### config.mk
export PLATFORM = sky130hd
export DESIGN_NAME = rwg_regs
export DESIGN_NICKNAME = d
export VERILOG_FILES = /design/src/rwg_pkg.sv /design/src/rwg_regs.sv
export SDC_FILE = /design/constraint.sdc
export NUM_CORES = 1
export LEC_CHECK = 0
export BUFFER_PORTS_ARGS = -buffer_cell sky130_fd_sc_hd__buf_2
export CAP_MARGIN = 5
export CORE_UTILIZATION = 30
export DETAILED_ROUTE_END_ITERATION = 10
export SYNTH_ARGS = -nofsm -noshare
export SYNTH_HDL_FRONTEND = slang
export SYNTH_SLANG_ARGS = --single-unit
### constraint.sdc
create_clock -name clk_in -period 2.6 [get_ports clk_in]
set_clock_uncertainty 0.1 [all_clocks]
set_input_delay 0.13 -clock clk_in [delete_from_list [all_inputs] [get_ports clk_in]]
set_output_delay 0.13 -clock clk_in [all_outputs]
set_load 0.05 [all_outputs]
### src/rwg_pkg.sv
/*
 * Shared constants and carriers for the runtime watchdog, GPIO control and
 * monitor window register slice.
 * Assumes an 8-bit register port and a 200 MHz system clock.
 */
package rwg_pkg;

	// Register offsets (byte addresses)
	localparam logic [7:0] OFS_WD_CTRL   = 8'h68;
	localparam logic [7:0] OFS_GPIO_DATA = 8'h69;
	localparam logic [7:0] OFS_TEST      = 8'h6D;
	localparam logic [7:0] OFS_GPIO_A    = 8'h6E;
	localparam logic [7:0] OFS_GPIO_B    = 8'h6F;
	localparam logic [7:0] OFS_MON_INDEX = 8'h70;
	localparam logic [7:0] OFS_MON_DATA  = 8'h71;
	localparam logic [7:0] OFS_GPIO_C    = 8'h72;
	localparam logic [7:0] OFS_GPIO_D    = 8'h73;
	localparam logic [7:0] OFS_RSVD_LO   = 8'h74;
	localparam logic [7:0] OFS_RSVD_HI   = 8'h7F;

	// Watchdog control fields
	localparam int WDC_STATUS = 0;
	localparam int WDC_FORCE  = 2;
	localparam int WDC_KBC_EN = 3;

	// GPIO control fields
	localparam int GPC_DIR    = 0;
	localparam int GPC_POL    = 1;
	localparam int GPC_ALT    = 2;
	localparam int GPC_ODRAIN = 7;
	localparam logic [7:0] GPC_MASK = 8'h87;

	// Unit select bit of the timeout configuration
	localparam int UNIT_SEL_SECONDS = 7;

	// Reset values
	localparam logic [7:0] WDC_RESET  = 8'h00;
	localparam logic [7:0] TEST_RESET = 8'h00;
	localparam logic [7:0] GPC_RESET  = 8'h01;
	localparam logic [7:0] MON_RESET  = 8'h00;
	localparam logic [3:0] GDAT_RESET = 4'h0;

	// Timing
	localparam longint CLK_HZ             = 200_000_000;
	localparam longint SECOND_S           = 1;
	localparam int     SECOND_CYCLES      = int'(SECOND_S * CLK_HZ);
	localparam logic [5:0] SECONDS_PER_MINUTE = 6'h3C;

	localparam int NUM_GPIO = 4;

	typedef struct packed {
		logic [7:0] addr;
		logic [7:0] wdata;
		logic       wr;
		logic       rd;
	} rwg_bus_req_t;

	typedef struct packed {
		logic                    wdc_status;
		logic                    wdc_kbc_en;
		logic                    kbc_prev;
		logic                    kbc_en_prev;
		logic [7:0]              test;
		logic [NUM_GPIO-1:0][7:0] gpc;
		logic [NUM_GPIO-1:0]     gpio_data;
		logic [7:0]              mon_index;
		logic [7:0]              mon_data;
		logic                    mon_wr;
		logic                    mon_rd;
		logic [31:0]             prescale;
		logic [5:0]              sec_cnt;
		logic [7:0]              unit_cnt;
		logic                    timeout;
		logic [7:0]              rdata;
		logic [NUM_GPIO-1:0]     pin_out;
		logic [NUM_GPIO-1:0]     pin_oe;
		logic [NUM_GPIO-1:0]     alt_rx;
	} rwg_state_t;

endpackage

### src/rwg_regs.sv
/*
 * Runtime register slice: watchdog control with forced timeouts, test
 * register, four GPIO control registers with serial-6 alternate functions,
 * and an index/data window onto the hardware monitor block.
 * Assumes synchronous inputs, a monitor block whose read data follow
 * mon_addr_out combinationally, power-on reset on rst_b_in, and the VBAT reset on vbat_por_in.
 */
// Functional notes
// - Control bit 0 reads 1 after a watchdog timeout, 0 while counting.
// - Control clears on power-on; PCI reset clears all but status bit.
// - Writing 1 to write-only bit 2 forces a timeout; it self-clears.
// - With bit 3 set, a rising keyboard line edge forces a timeout.
// - Setting bit 3 while the keyboard line is high forces a timeout.
// - Keyboard line becomes one self-clearing pulse ORed with software force.
// - With bit 3 clear, the keyboard line never forces a timeout.
// - GPIO bit 0 sets direction: 1 input, 0 output.
// - GPIO bit 1 inverts the pin value in the data path.
// - GPIO bit 2 picks serial-6 alternate function, else plain GPIO.
// - GPIO bit 7 selects open-drain, else push-pull; bits 6-3 reserved.
// - GPIO control registers reset to 0x01, a plain input.
// - Monitor index register holds the monitor address being accessed.
// - Monitor data register reads and writes the indexed monitor register.
// - Monitor index and data registers reset to zero.
// - Offsets 74 to 7F are read-only and read zero.
// - Timeout count zero disables the watchdog; 1-255 give that many units.
// - Unit select bit 7 clear means minutes, set means seconds.
`timescale 1ns/10ps

module rwg_regs #(
	parameter int TICKS_PER_SECOND = rwg_pkg::SECOND_CYCLES
) (
	input  wire logic                         clk_in,
	input  wire logic                         rst_b_in,
	input  wire logic                         pci_rst_in,
	input  wire logic                         vbat_por_in,
	input  wire rwg_pkg::rwg_bus_req_t        bus_in,
	output logic [7:0]                        rdata_out,
	input  wire logic                         kbc_force_line_in,
	input  wire logic [7:0]                   watchdog_count_value_in,
	input  wire logic [7:0]                   watchdog_unit_config_in,
	output logic                              watchdog_timeout_out,
	input  wire logic [rwg_pkg::NUM_GPIO-1:0] gpio_pin_in,
	output logic [rwg_pkg::NUM_GPIO-1:0]      gpio_pin_out,
	output logic [rwg_pkg::NUM_GPIO-1:0]      gpio_pin_oe_out,
	input  wire logic                         serial6_transmit_in,
	output logic                              serial6_receive_out,
	output logic                              serial6_aux_in_out,
	input  wire logic                         serial6_aux_out_in,
	output logic [7:0]                        mon_addr_out,
	output logic [7:0]                        mon_wdata_out,
	output logic                              mon_wr_out,
	output logic                              mon_rd_out,
	input  wire logic [7:0]                   mon_rdata_in
);
	import rwg_pkg::*;

	rwg_state_t s;
	rwg_state_t next_s;

	logic                force_ev;
	logic                kbc_ev;
	logic                expire_ev;
	logic                any_ev;
	logic                wr_ctrl;
	logic [NUM_GPIO-1:0] dir_vec;
	logic [NUM_GPIO-1:0] od_vec;
	logic [NUM_GPIO-1:0] alt_tx;
	logic [NUM_GPIO-1:0] drive_val;

	// Maps an offset onto a GPIO control slot: {hit, index}
	function automatic logic [2:0] gpio_slot(input logic [7:0] a);
		logic [2:0] r;
		r = 3'h0;
		case (a)
			OFS_GPIO_A: r = 3'h4;
			OFS_GPIO_B: r = 3'h5;
			OFS_GPIO_C: r = 3'h6;
			OFS_GPIO_D: r = 3'h7;
			default:    r = 3'h0;
		endcase
		return r;
	endfunction

	// Alternate transmit sources: pins a and d drive, b and c receive
	assign alt_tx = {serial6_aux_out_in, 1'b0, 1'b0, serial6_transmit_in};

	genvar gi;
	generate
		for (gi = 0; gi < NUM_GPIO; gi++) begin : g_pin
			assign dir_vec[gi] = s.gpc[gi][GPC_DIR];
			assign od_vec[gi]  = s.gpc[gi][GPC_ODRAIN];
			assign drive_val[gi] = (s.gpc[gi][GPC_ALT] ? alt_tx[gi]
				: s.gpio_data[gi]) ^ s.gpc[gi][GPC_POL];
		end
	endgenerate

	assign wr_ctrl = bus_in.wr && (bus_in.addr == OFS_WD_CTRL);

	// Software force, self-clearing since it is never stored
	assign force_ev = wr_ctrl && bus_in.wdata[WDC_FORCE];

	// One pulse per rising edge, or when enabled with line already high
	assign kbc_ev = s.wdc_kbc_en && kbc_force_line_in
		&& !(s.kbc_prev && s.kbc_en_prev);

	always_comb begin
		logic       sec_tick;
		logic       unit_tick;
		logic       running;
		logic [2:0] slot;
		logic [7:0] rmux;
		next_s    = s;
		sec_tick  = 1'b0;
		unit_tick = 1'b0;
		running   = 1'b0;
		slot      = gpio_slot(bus_in.addr);
		rmux      = 8'h00;
		expire_ev = 1'b0;
		any_ev    = 1'b0;

		// Watchdog counter; zero count disables it
		running = (watchdog_count_value_in != 8'h00) && !s.wdc_status;
		if (!running) begin
			next_s.prescale = 32'h0;
			next_s.sec_cnt  = 6'h0;
			next_s.unit_cnt = 8'h00;
		end else begin
			if (s.prescale == 32'(TICKS_PER_SECOND - 1)) begin
				next_s.prescale = 32'h0;
				sec_tick        = 1'b1;
			end else begin
				next_s.prescale = s.prescale + 32'h1;
			end
			if (sec_tick) begin
				if (watchdog_unit_config_in[UNIT_SEL_SECONDS]) begin
					unit_tick = 1'b1;
				end else if (s.sec_cnt == SECONDS_PER_MINUTE - 6'h1) begin
					next_s.sec_cnt = 6'h0;
					unit_tick      = 1'b1;
				end else begin
					next_s.sec_cnt = s.sec_cnt + 6'h1;
				end
			end
			if (unit_tick) begin
				if (s.unit_cnt + 8'h01 == watchdog_count_value_in) begin
					expire_ev = 1'b1;
				end else begin
					next_s.unit_cnt = s.unit_cnt + 8'h01;
				end
			end
		end

		any_ev = expire_ev || force_ev || kbc_ev;

		// Edge detector history
		next_s.kbc_prev    = kbc_force_line_in;
		next_s.kbc_en_prev = s.wdc_kbc_en;

		// Register writes; reserved control bits are not stored
		if (bus_in.wr) begin
			if (bus_in.addr == OFS_WD_CTRL) begin
				next_s.wdc_status = bus_in.wdata[WDC_STATUS];
				next_s.wdc_kbc_en = bus_in.wdata[WDC_KBC_EN];
			end
			if (bus_in.addr == OFS_TEST) begin
				next_s.test = bus_in.wdata;
			end
			if (slot[2]) begin
				next_s.gpc[slot[1:0]] = bus_in.wdata & GPC_MASK;
			end
			if (bus_in.addr == OFS_GPIO_DATA) begin
				next_s.gpio_data = bus_in.wdata[NUM_GPIO-1:0];
			end
			if (bus_in.addr == OFS_MON_INDEX) begin
				next_s.mon_index = bus_in.wdata;
			end
			if (bus_in.addr == OFS_MON_DATA) begin
				next_s.mon_data = bus_in.wdata;
			end
		end
		next_s.mon_wr = bus_in.wr && (bus_in.addr == OFS_MON_DATA);
		next_s.mon_rd = bus_in.rd && (bus_in.addr == OFS_MON_DATA);

		// PCI reset keeps the status bit only
		if (pci_rst_in) begin
			next_s.wdc_kbc_en = 1'b0;
			next_s.wdc_status = s.wdc_status;
		end
		if (vbat_por_in) begin
			next_s.test = TEST_RESET;
		end

		// A timeout event wins over any clear
		if (any_ev) begin
			next_s.wdc_status = 1'b1;
		end
		next_s.timeout = any_ev;

		// Read mux; unmapped and reserved offsets read zero
		if (slot[2]) begin
			rmux = s.gpc[slot[1:0]];
		end else begin
			case (bus_in.addr)
				OFS_WD_CTRL: begin
					rmux[WDC_STATUS] = s.wdc_status;
					rmux[WDC_KBC_EN] = s.wdc_kbc_en;
				end
				OFS_GPIO_DATA: rmux[NUM_GPIO-1:0] =
					gpio_pin_in ^ {s.gpc[3][GPC_POL], s.gpc[2][GPC_POL],
					s.gpc[1][GPC_POL], s.gpc[0][GPC_POL]};
				OFS_TEST:      rmux = s.test;
				OFS_MON_INDEX: rmux = s.mon_index;
				OFS_MON_DATA:  rmux = mon_rdata_in;
				default:       rmux = 8'h00;
			endcase
		end
		next_s.rdata = bus_in.rd ? rmux : 8'h00;

		// Pin drive: output only when direction is output
		next_s.pin_oe  = ~dir_vec & (~od_vec | ~drive_val);
		next_s.pin_out = drive_val & ~od_vec;
		next_s.alt_rx  = gpio_pin_in ^ {s.gpc[3][GPC_POL], s.gpc[2][GPC_POL],
			s.gpc[1][GPC_POL], s.gpc[0][GPC_POL]};
	end

	always_ff @(posedge clk_in or negedge rst_b_in) begin
		if (!rst_b_in) begin
			s             <= '0;
			s.wdc_status  <= WDC_RESET[WDC_STATUS];
			s.wdc_kbc_en  <= WDC_RESET[WDC_KBC_EN];
			s.test        <= TEST_RESET;
			s.gpc         <= {NUM_GPIO{GPC_RESET}};
			s.gpio_data   <= GDAT_RESET;
			s.mon_index   <= MON_RESET;
			s.mon_data    <= MON_RESET;
		end else begin
			s <= next_s;
		end
	end

	assign rdata_out            = s.rdata;
	assign watchdog_timeout_out = s.timeout;
	assign gpio_pin_out         = s.pin_out;
	assign gpio_pin_oe_out      = s.pin_oe;
	assign serial6_receive_out  = s.alt_rx[1];
	assign serial6_aux_in_out   = s.alt_rx[2];
	assign mon_addr_out         = s.mon_index;
	assign mon_wdata_out        = s.mon_data;
	assign mon_wr_out           = s.mon_wr;
	assign mon_rd_out           = s.mon_rd;

	// Checks
	status_on_event_a: assert property (
		@(posedge clk_in) disable iff (!rst_b_in)
		(force_ev || kbc_ev || expire_ev) |=> s.wdc_status
			&& watchdog_timeout_out)
		else $error("timeout event did not set status");

	pci_keeps_status_a: assert property (
		@(posedge clk_in) disable iff (!rst_b_in)
		(pci_rst_in && !any_ev) |=> (s.wdc_status == $past(s.wdc_status))
			&& !s.wdc_kbc_en)
		else $error("pci reset altered status or kept enable");

	force_bit_a: assert property (
		@(posedge clk_in) disable iff (!rst_b_in)
		(wr_ctrl && bus_in.wdata[WDC_FORCE])
			##1 (bus_in.rd && bus_in.addr == OFS_WD_CTRL)
			|=> !rdata_out[WDC_FORCE] && rdata_out[WDC_STATUS])
		else $error("force bit stuck or status not set");

	kbc_edge_a: assert property (
		@(posedge clk_in) disable iff (!rst_b_in)
		(s.wdc_kbc_en && s.kbc_en_prev && $rose(kbc_force_line_in))
			|-> kbc_ev)
		else $error("keyboard line edge missed");

	kbc_high_arm_a: assert property (
		@(posedge clk_in) disable iff (!rst_b_in)
		(wr_ctrl && bus_in.wdata[WDC_KBC_EN] && !s.wdc_kbc_en && !pci_rst_in)
			##1 kbc_force_line_in |-> kbc_ev)
		else $error("enable with high line gave no event");

	kbc_one_shot_a: assert property (
		@(posedge clk_in) disable iff (!rst_b_in)
		kbc_ev ##1 (kbc_force_line_in && s.wdc_kbc_en) [*3] |-> !kbc_ev)
		else $error("held keyboard line gave repeated events");

	kbc_gated_a: assert property (
		@(posedge clk_in) disable iff (!rst_b_in)
		kbc_ev |-> s.wdc_kbc_en && kbc_force_line_in)
		else $error("keyboard event while disabled");

	input_no_drive_a: assert property (
		@(posedge clk_in) disable iff (!rst_b_in)
		1'b1 |=> (gpio_pin_oe_out & $past(dir_vec)) == 4'h0)
		else $error("input pin is driven");

	receive_path_a: assert property (
		@(posedge clk_in) disable iff (!rst_b_in)
		1'b1 |=> serial6_receive_out ==
			($past(gpio_pin_in[1]) ^ $past(s.gpc[1][GPC_POL])))
		else $error("receive polarity wrong");

	open_drain_a: assert property (
		@(posedge clk_in) disable iff (!rst_b_in)
		1'b1 |=> (gpio_pin_out & $past(od_vec)) == 4'h0)
		else $error("open drain pin drives high");

	mon_window_a: assert property (
		@(posedge clk_in) disable iff (!rst_b_in)
		(bus_in.rd && bus_in.addr == OFS_MON_DATA)
			|=> rdata_out == $past(mon_rdata_in) && mon_rd_out)
		else $error("monitor data read mismatch");

	reserved_zero_a: assert property (
		@(posedge clk_in) disable iff (!rst_b_in)
		(bus_in.rd && bus_in.addr >= OFS_RSVD_LO
			&& bus_in.addr <= OFS_RSVD_HI) |=> rdata_out == 8'h00)
		else $error("reserved offset read nonzero");

	count_zero_a: assert property (
		@(posedge clk_in) disable iff (!rst_b_in)
		(watchdog_count_value_in == 8'h00) |-> !expire_ev)
		else $error("disabled watchdog expired");

	gpio_rsvd_a: assert property (
		@(posedge clk_in) disable iff (!rst_b_in)
		(bus_in.rd && gpio_slot(bus_in.addr) != 3'h0)
			|=> (rdata_out & ~GPC_MASK) == 8'h00)
		else $error("reserved gpio bits read nonzero");

	status_write_a: assert property (
		@(posedge clk_in) disable iff (!rst_b_in)
		(wr_ctrl && !any_ev && !pci_rst_in)
			|=> s.wdc_status == $past(bus_in.wdata[WDC_STATUS]))
		else $error("status bit did not take written value");

	ctrl_read_a: assert property (
		@(posedge clk_in) disable iff (!rst_b_in)
		(bus_in.rd && bus_in.addr == OFS_WD_CTRL) |=> rdata_out
			== {4'h0, $past(s.wdc_kbc_en), 2'h0, $past(s.wdc_status)})
		else $error("control register read wrong");

	kbc_disabled_a: assert property (
		@(posedge clk_in) disable iff (!rst_b_in)
		(!s.wdc_kbc_en && !force_ev && !expire_ev)
			|=> !watchdog_timeout_out)
		else $error("timeout while keyboard line disabled");

	timeout_status_a: assert property (
		@(posedge clk_in) disable iff (!rst_b_in)
		watchdog_timeout_out |-> s.wdc_status)
		else $error("timeout pulse without status");

	push_pull_a: assert property (
		@(posedge clk_in) disable iff (!rst_b_in)
		1'b1 |=> (gpio_pin_oe_out | $past(dir_vec) | $past(od_vec)) == 4'hF)
		else $error("push-pull output pin not driven");

	index_addr_a: assert property (
		@(posedge clk_in) disable iff (!rst_b_in)
		(bus_in.wr && bus_in.addr == OFS_MON_INDEX)
			|=> mon_addr_out == $past(bus_in.wdata))
		else $error("monitor index not presented");

	mon_write_a: assert property (
		@(posedge clk_in) disable iff (!rst_b_in)
		(bus_in.wr && bus_in.addr == OFS_MON_DATA)
			|=> mon_wr_out && mon_wdata_out == $past(bus_in.wdata))
		else $error("monitor data write not presented");

endmodule

# Word-level counts from Yosys, hierarchy flattened
# Cells that the tools add are included.
op_classes:
  add_sub_neg: 3
  order_cmp: 2
  n_eq_ne: 17
  n_mux: 43
  bitwise: 11
  reduce_logical: 29
op_table:
  columns: ["operator", "n"]
  rows:
  - ["8-bit 2-to-1 mux", 10]
  - ["8-bit by 7-bit equality test with 1-bit output, second input constant", 9]
  - ["32-bit 2-to-1 mux", 2]
  - ["60-bit 2-to-1 mux", 1]
  - ["46-bit 2-to-1 mux", 1]
  - ["32-bit by 1-bit adder with 32-bit output, second input constant", 1]
  - ["32-bit bitwise mux", 1]
  - ["32-bit by 28-bit equality test with 1-bit output, second input constant", 1]
  - ["6-bit 2-to-1 mux", 3]
  - ["8-bit binary-select mux with 2-bit select", 1]
  - ["8-bit demux with 2-bit select", 1]
  - ["2-bit AND reduction", 8]
  - ["1-bit 2-to-1 mux", 14]
  - ["4-bit inverter", 3]
  - ["3-bit case mux with 4 select lines", 1]
  - ["4-bit case mux with 3 select lines", 1]
  - ["2-bit nonzero test", 6]
  - ["1-bit case mux with 5 select lines", 2]
  - ["1-bit logical AND", 9]
  - ["8-bit by 1-bit adder with 8-bit output, second input constant", 1]
  - ["4-bit bitwise AND", 2]
  - ["8-bit equality test", 1]
  - ["2-bit case mux with 4 select lines", 1]
  - ["8-bit nonzero test", 1]
  - ["other kinds (14)", 24]
word_totals:
  ff_bits: 132
  inputBits: 53
  out_inout_bits: 37

# Depth between registers and ports, before layout
depth:
  depth_word: 11
  depth_mapped: 8
  depth_no_buf: 7

# Least setup slack after synthesis
# OpenSTA, ideal clock, no wires.
synth_timing:
  path_type: "flip-flop to flip-flop"
  from: "register s[21] in the netlist's numbering"
  to: "register s[28] in the netlist's numbering"
  setup_time_ns: 0.120
  arrival_ns: 2.055
  t_required_ns: 2.380
  path_slack_ns: 0.325
  stages_incl_launch_ff: 8
  cell_sequence: "dfrtp_1 > ha_1 > nand3_1 > or3_4 > xnor2_1 > nand3_1 > or2_2 > a41o_1"
synth_via:
  elab_chain_cells: 4
  elab_cells_between_ends: 7
  cone_classes: "add/sub (1); eq/ne (2); mux (3); reduce/logical (1)"
synth_rtl:
  columns: ["element", "line", "rtl"]
  rows:
  - ["start, declared", "rwg_regs.sv:57", "rwg_state_t s;"]
  - ["start signal, assigned", "rwg_regs.sv:237", "s <= next_s;"]
  - ["8-bit by 1-bit adder with 8-bit output (*)", "rwg_regs.sv:145, rwg_regs.sv:148", null]
  - ["8-bit equality test or 8-bit 2-to-1 mux (tied branches)", "rwg_regs.sv:145", "if (s.unit_cnt + 8'h01 == watchdog_count_value_in) begin"]
  - ["2-bit != test (no source line) or 8-bit 2-to-1 mux (tied branches)", null, null]
  - ["2-bit AND reduction (no source line) or 46-bit 2-to-1 mux (tied branches)", null, null]
# Every way passes the cells marked *; elsewhere a longest branch is shown, timed or not. The select of a mux whose other input is x is not followed.
# A chain may end at the register's enable or synchronous reset.

# Final worst setup path
layout_timing:
  from: "register s[61] in the netlist's numbering"
  to: "register s[24] in the netlist's numbering"
layout_via:
  elab_chain_cells: 7
layout_rtl:
  columns: ["element", "line", "rtl"]
  rows:
  - ["32-bit by 28-bit equality test with 1-bit output", "rwg_regs.sv:128", "if (s.prescale == 32'(TICKS_PER_SECOND - 1)) begin"]
  - ["1-bit 2-to-1 mux", "rwg_regs.sv:128", null]
  - ["1-bit 2-to-1 mux", "rwg_regs.sv:123", "if (!running) begin"]
  - ["1-bit 2-to-1 mux", "rwg_regs.sv:134", "if (sec_tick) begin"]
  - ["1-bit 2-to-1 mux", "rwg_regs.sv:123", null]
  - ["2-bit by 1-bit != test with 1-bit output (no source line)", null, null]
  - ["2-bit AND reduction (no source line)", null, null]
# Every way passes these cells. The select of a mux whose other input is x is not followed.

==> run_results.csv <==
group,metric,value,unit
global_route,grtUsageMet1,19.14,%
routing,wirelength,15.64,mm
global_route,busiest_layer,"met2",
clocking,postCtsSetupRepairBufs,0,
global_route,gr-usage-met2,23.87,%
sta,fmaxAchievable,0.4130,GHz
routing,dr.pass1.iters,5,
power_and_ir_drop,power_leakage,3.689,nW
synthesis,syn_area,0.006589,mm^2
worst_setup_path,rrSetupSlack,180,ps
worst_setup_path,required,2800,ps
clocking,cts_tree,"yes",
sta,period_minus_slack,2421,ps
cells_and_area,final_cells,986,
placement,dp_hpwl,10.95,mm
routing,drc,0,
cells_and_area,area_delta_synth_final,20.95,%
global_route,met3_usage,3.909,%
global_route,grt_max_degree,60,
power_and_ir_drop,internal_power,4.051,mW
power_and_ir_drop,switchingPower,1.394,mW
routing,drt_iter0_drc,214,
synthesis,ys_ff_latch,131,
cells_and_area,antennaDiodeCount,0,
run_status,status,"complete, no violations",
die,core-area,0.02129,mm^2
synthesis,ys_seq_area_share,49.83,%
sta,tightest_slew,649.3,ps
sta,setup_viol,0,
die,ios,90,
synthesis,yosysUniqueCellTypes,61,
sta,slew_headroom,56.55,%
synthesis,synthFlopType,"dfrtp_1",
sta,fin_tns_setup,0,ps
worst_setup_path,critPathMaxFanout,7,
clocking,clk_pin_slew,60,ps
routing,vias,4802,
power_and_ir_drop,switching_share,25.61,%
routing,via_per_inst,4.870,
synthesis,syn_inst,614,
cells_and_area,fin_nets,754,
synthesis,yosys.area.top_type,"dfrtp_1",
sta,layout_setup_ws,178.9,ps
clocking,cts.sinks,131,
die,die_w,150.2,um
worst_setup_path,reg2regPathDepth,7,
placement,place_ws,69.25,ps
synthesis,synth_nets,670,
routing,ant_nets,0,
power_and_ir_drop,peakVddDrop,0.4093,mV
synthesis,syn_avg_cell_area,10.73,um^2
clocking,clk_path_buf_depth,2,
die,die_h,150.2,um
synthesis,ys_warn_count,0,
power_and_ir_drop,seq_power_share,41.8,%
synthesis,async_flop_share,100.0,%
sta,finalCritPeriodShare,93.12,%
synthesis,synth_edf_count,0,
power_and_ir_drop,pwr-share-comb,10.9,%
worst_setup_path,worst-setup-path-type,"flip-flop to flip-flop",
global_route,grt-ovfl-total,0,
global_route,antenna_found_initial,0,
global_route,grt_pass1_wl,25.45,mm
die,rows,53,
worst_hold_path,hold_depth,3,
clocking,cts-htree-levels,4,
clocking,cts_root_buf,"clkbuf_16",
cells_and_area,final_cell_mix,"dfrtp_1, buf_2, nor2_1",
power_and_ir_drop,clkPwrFrac,47.3,%
routing,drt-wirelength-per-cell,15.86,um
worst_setup_path,arrival,2620,ps
synthesis,netlist.area_leader.share,48.23,%
worst_hold_path,hp-class,"input pin to flip-flop",
sta,hold_violations,0,
cells_and_area,drive_above_1_share,27.00,%
clocking,clk_latency,420,ps
placement,numPortBuffers,82,
global_route,track_usage,14.71,%
die,initial_core_util,30.95,%
synthesis,synth_area_leaders,"dfrtp_1, mux2_2, nor2_1, buf_4, xor2_1",
flow_run,maxCapViolCount,0,
placement,dp_cells,942,
sta,slew_violations,0,
worst_setup_path,critPathCaptureType,"flip-flop",
placement,place_congestion,0.9091,
global_route,grt_pass1_vias,4854,
worst_setup_path,startpoint_type,"flip-flop",
die,dieArea,0.02256,mm^2
sta,rsz0062_at_grt,"no",
cells_and_area,layout_commonest_cell,"dfrtp_1",
clocking,numCtsBuffers,17,
sta,hold_slack,27.36,ps
power_and_ir_drop,powerDensity,683.3,mW/mm^2
-- repair_timing --
action,CTS,global route
hold buffers,12,0
gates resized for setup,0,2
endpoints found under the hold margin,114,0
setup endpoints to repair,0,8
-- worst max-delay path: stages, from the launching register on --
cell and delay, ps:
dfrtp_1 440, nor4b_2 330, buf_4 160, nor4bb_1 380, o2111ai_2 310, o21ai_0 230
o21ai_0 110, a22o_1 250
-- metal layers --
metal  routed length (um)  up-vias
met5                    0        -
met4                  216        0
met3                  812       17
met2                 7354      129
met1                 7253     2327
li1                     -     2329
-- cell families (layout without fill, tap and decap cells) --
kind of cell,Yosys count,count (layout),synth area share (%)
AOI/OAI and AO/OA,82,82,8.887
xor gates and xnor gates,46,46,6.115
adders and majority gates,3,3,0.5698
buffers and inverters,57,154,5.260
DFF,131,131,49.83
muxes,62,62,10.31
and+or+nand+nor,233,233,19.03
-- power groups by stage --
stage          Sequential, mW  Combinational (mW)  Clock (mW)
3_3_place_gp             2.31               0.577           0
6_report                 2.28               0.593        2.58
5_1_grt                  2.29               0.654        2.73
3_5_place_dp             2.31               0.583           0
2_1_floorplan            2.29               0.410           0
4_1_cts                  2.28               0.601        2.65
-- final cells by class --
| cell class | count | area (um^2) |
|---|---|---|
| tap | 275 | 344.1 |
| sequential | 131 | 3283 |
| multi-input combinational | 426 | 2972 |
| fill | 2128 | 13320 |
| clock buffer | 21 | 460.4 |
| inverter | 10 | 37.54 |
| timing repair buffer | 112 | 696.9 |
| clock inverter | 11 | 175.2 |
-- final timing paths --
check	start	to
min	bus_in[3]	s[122]$_DFFE_PN0P_
max in group asynchronous	rst_b_in	mon_wdata_out[0]$_DFFE_PN0P_
min in group asynchronous	rst_b_in	gpio_pin_out[3]$_DFF_PN0_
max	s[61]$_DFF_PN0_	s[24]$_DFFE_PN0P_
min reg2reg	next_s[129]$_DFFE_PN0P_	s[129]$_DFF_PN0_
max reg2reg	s[61]$_DFF_PN0_	s[24]$_DFFE_PN0P_
-- cell usage after synthesis, drive strengths merged (10+ instances only) --
library cell / number
o21ai: 19
nand3: 21
mux2i: 18
and2: 13
nor2b: 21
nand2: 25
nor2: 80
xnor2: 20
nand4: 11
nor4: 11
o22ai: 10
xor2: 26
a22o: 10
a21oi: 15
mux2: 44
buf: 40
nor3: 10
dfrtp: 127
-- stage by stage --
step	total power, mW	utilization, %	area [um^2]
3_3_place_gp	2.886	33.83	7201
6_report	5.445	37.44	7969
4_1_cts	5.524	37.38	7956
2_1_floorplan	2.704	-	6589
3_5_place_dp	2.896	33.83	7201
5_1_grt	5.675	37.44	7969
(Power assumes the default switching activity.)
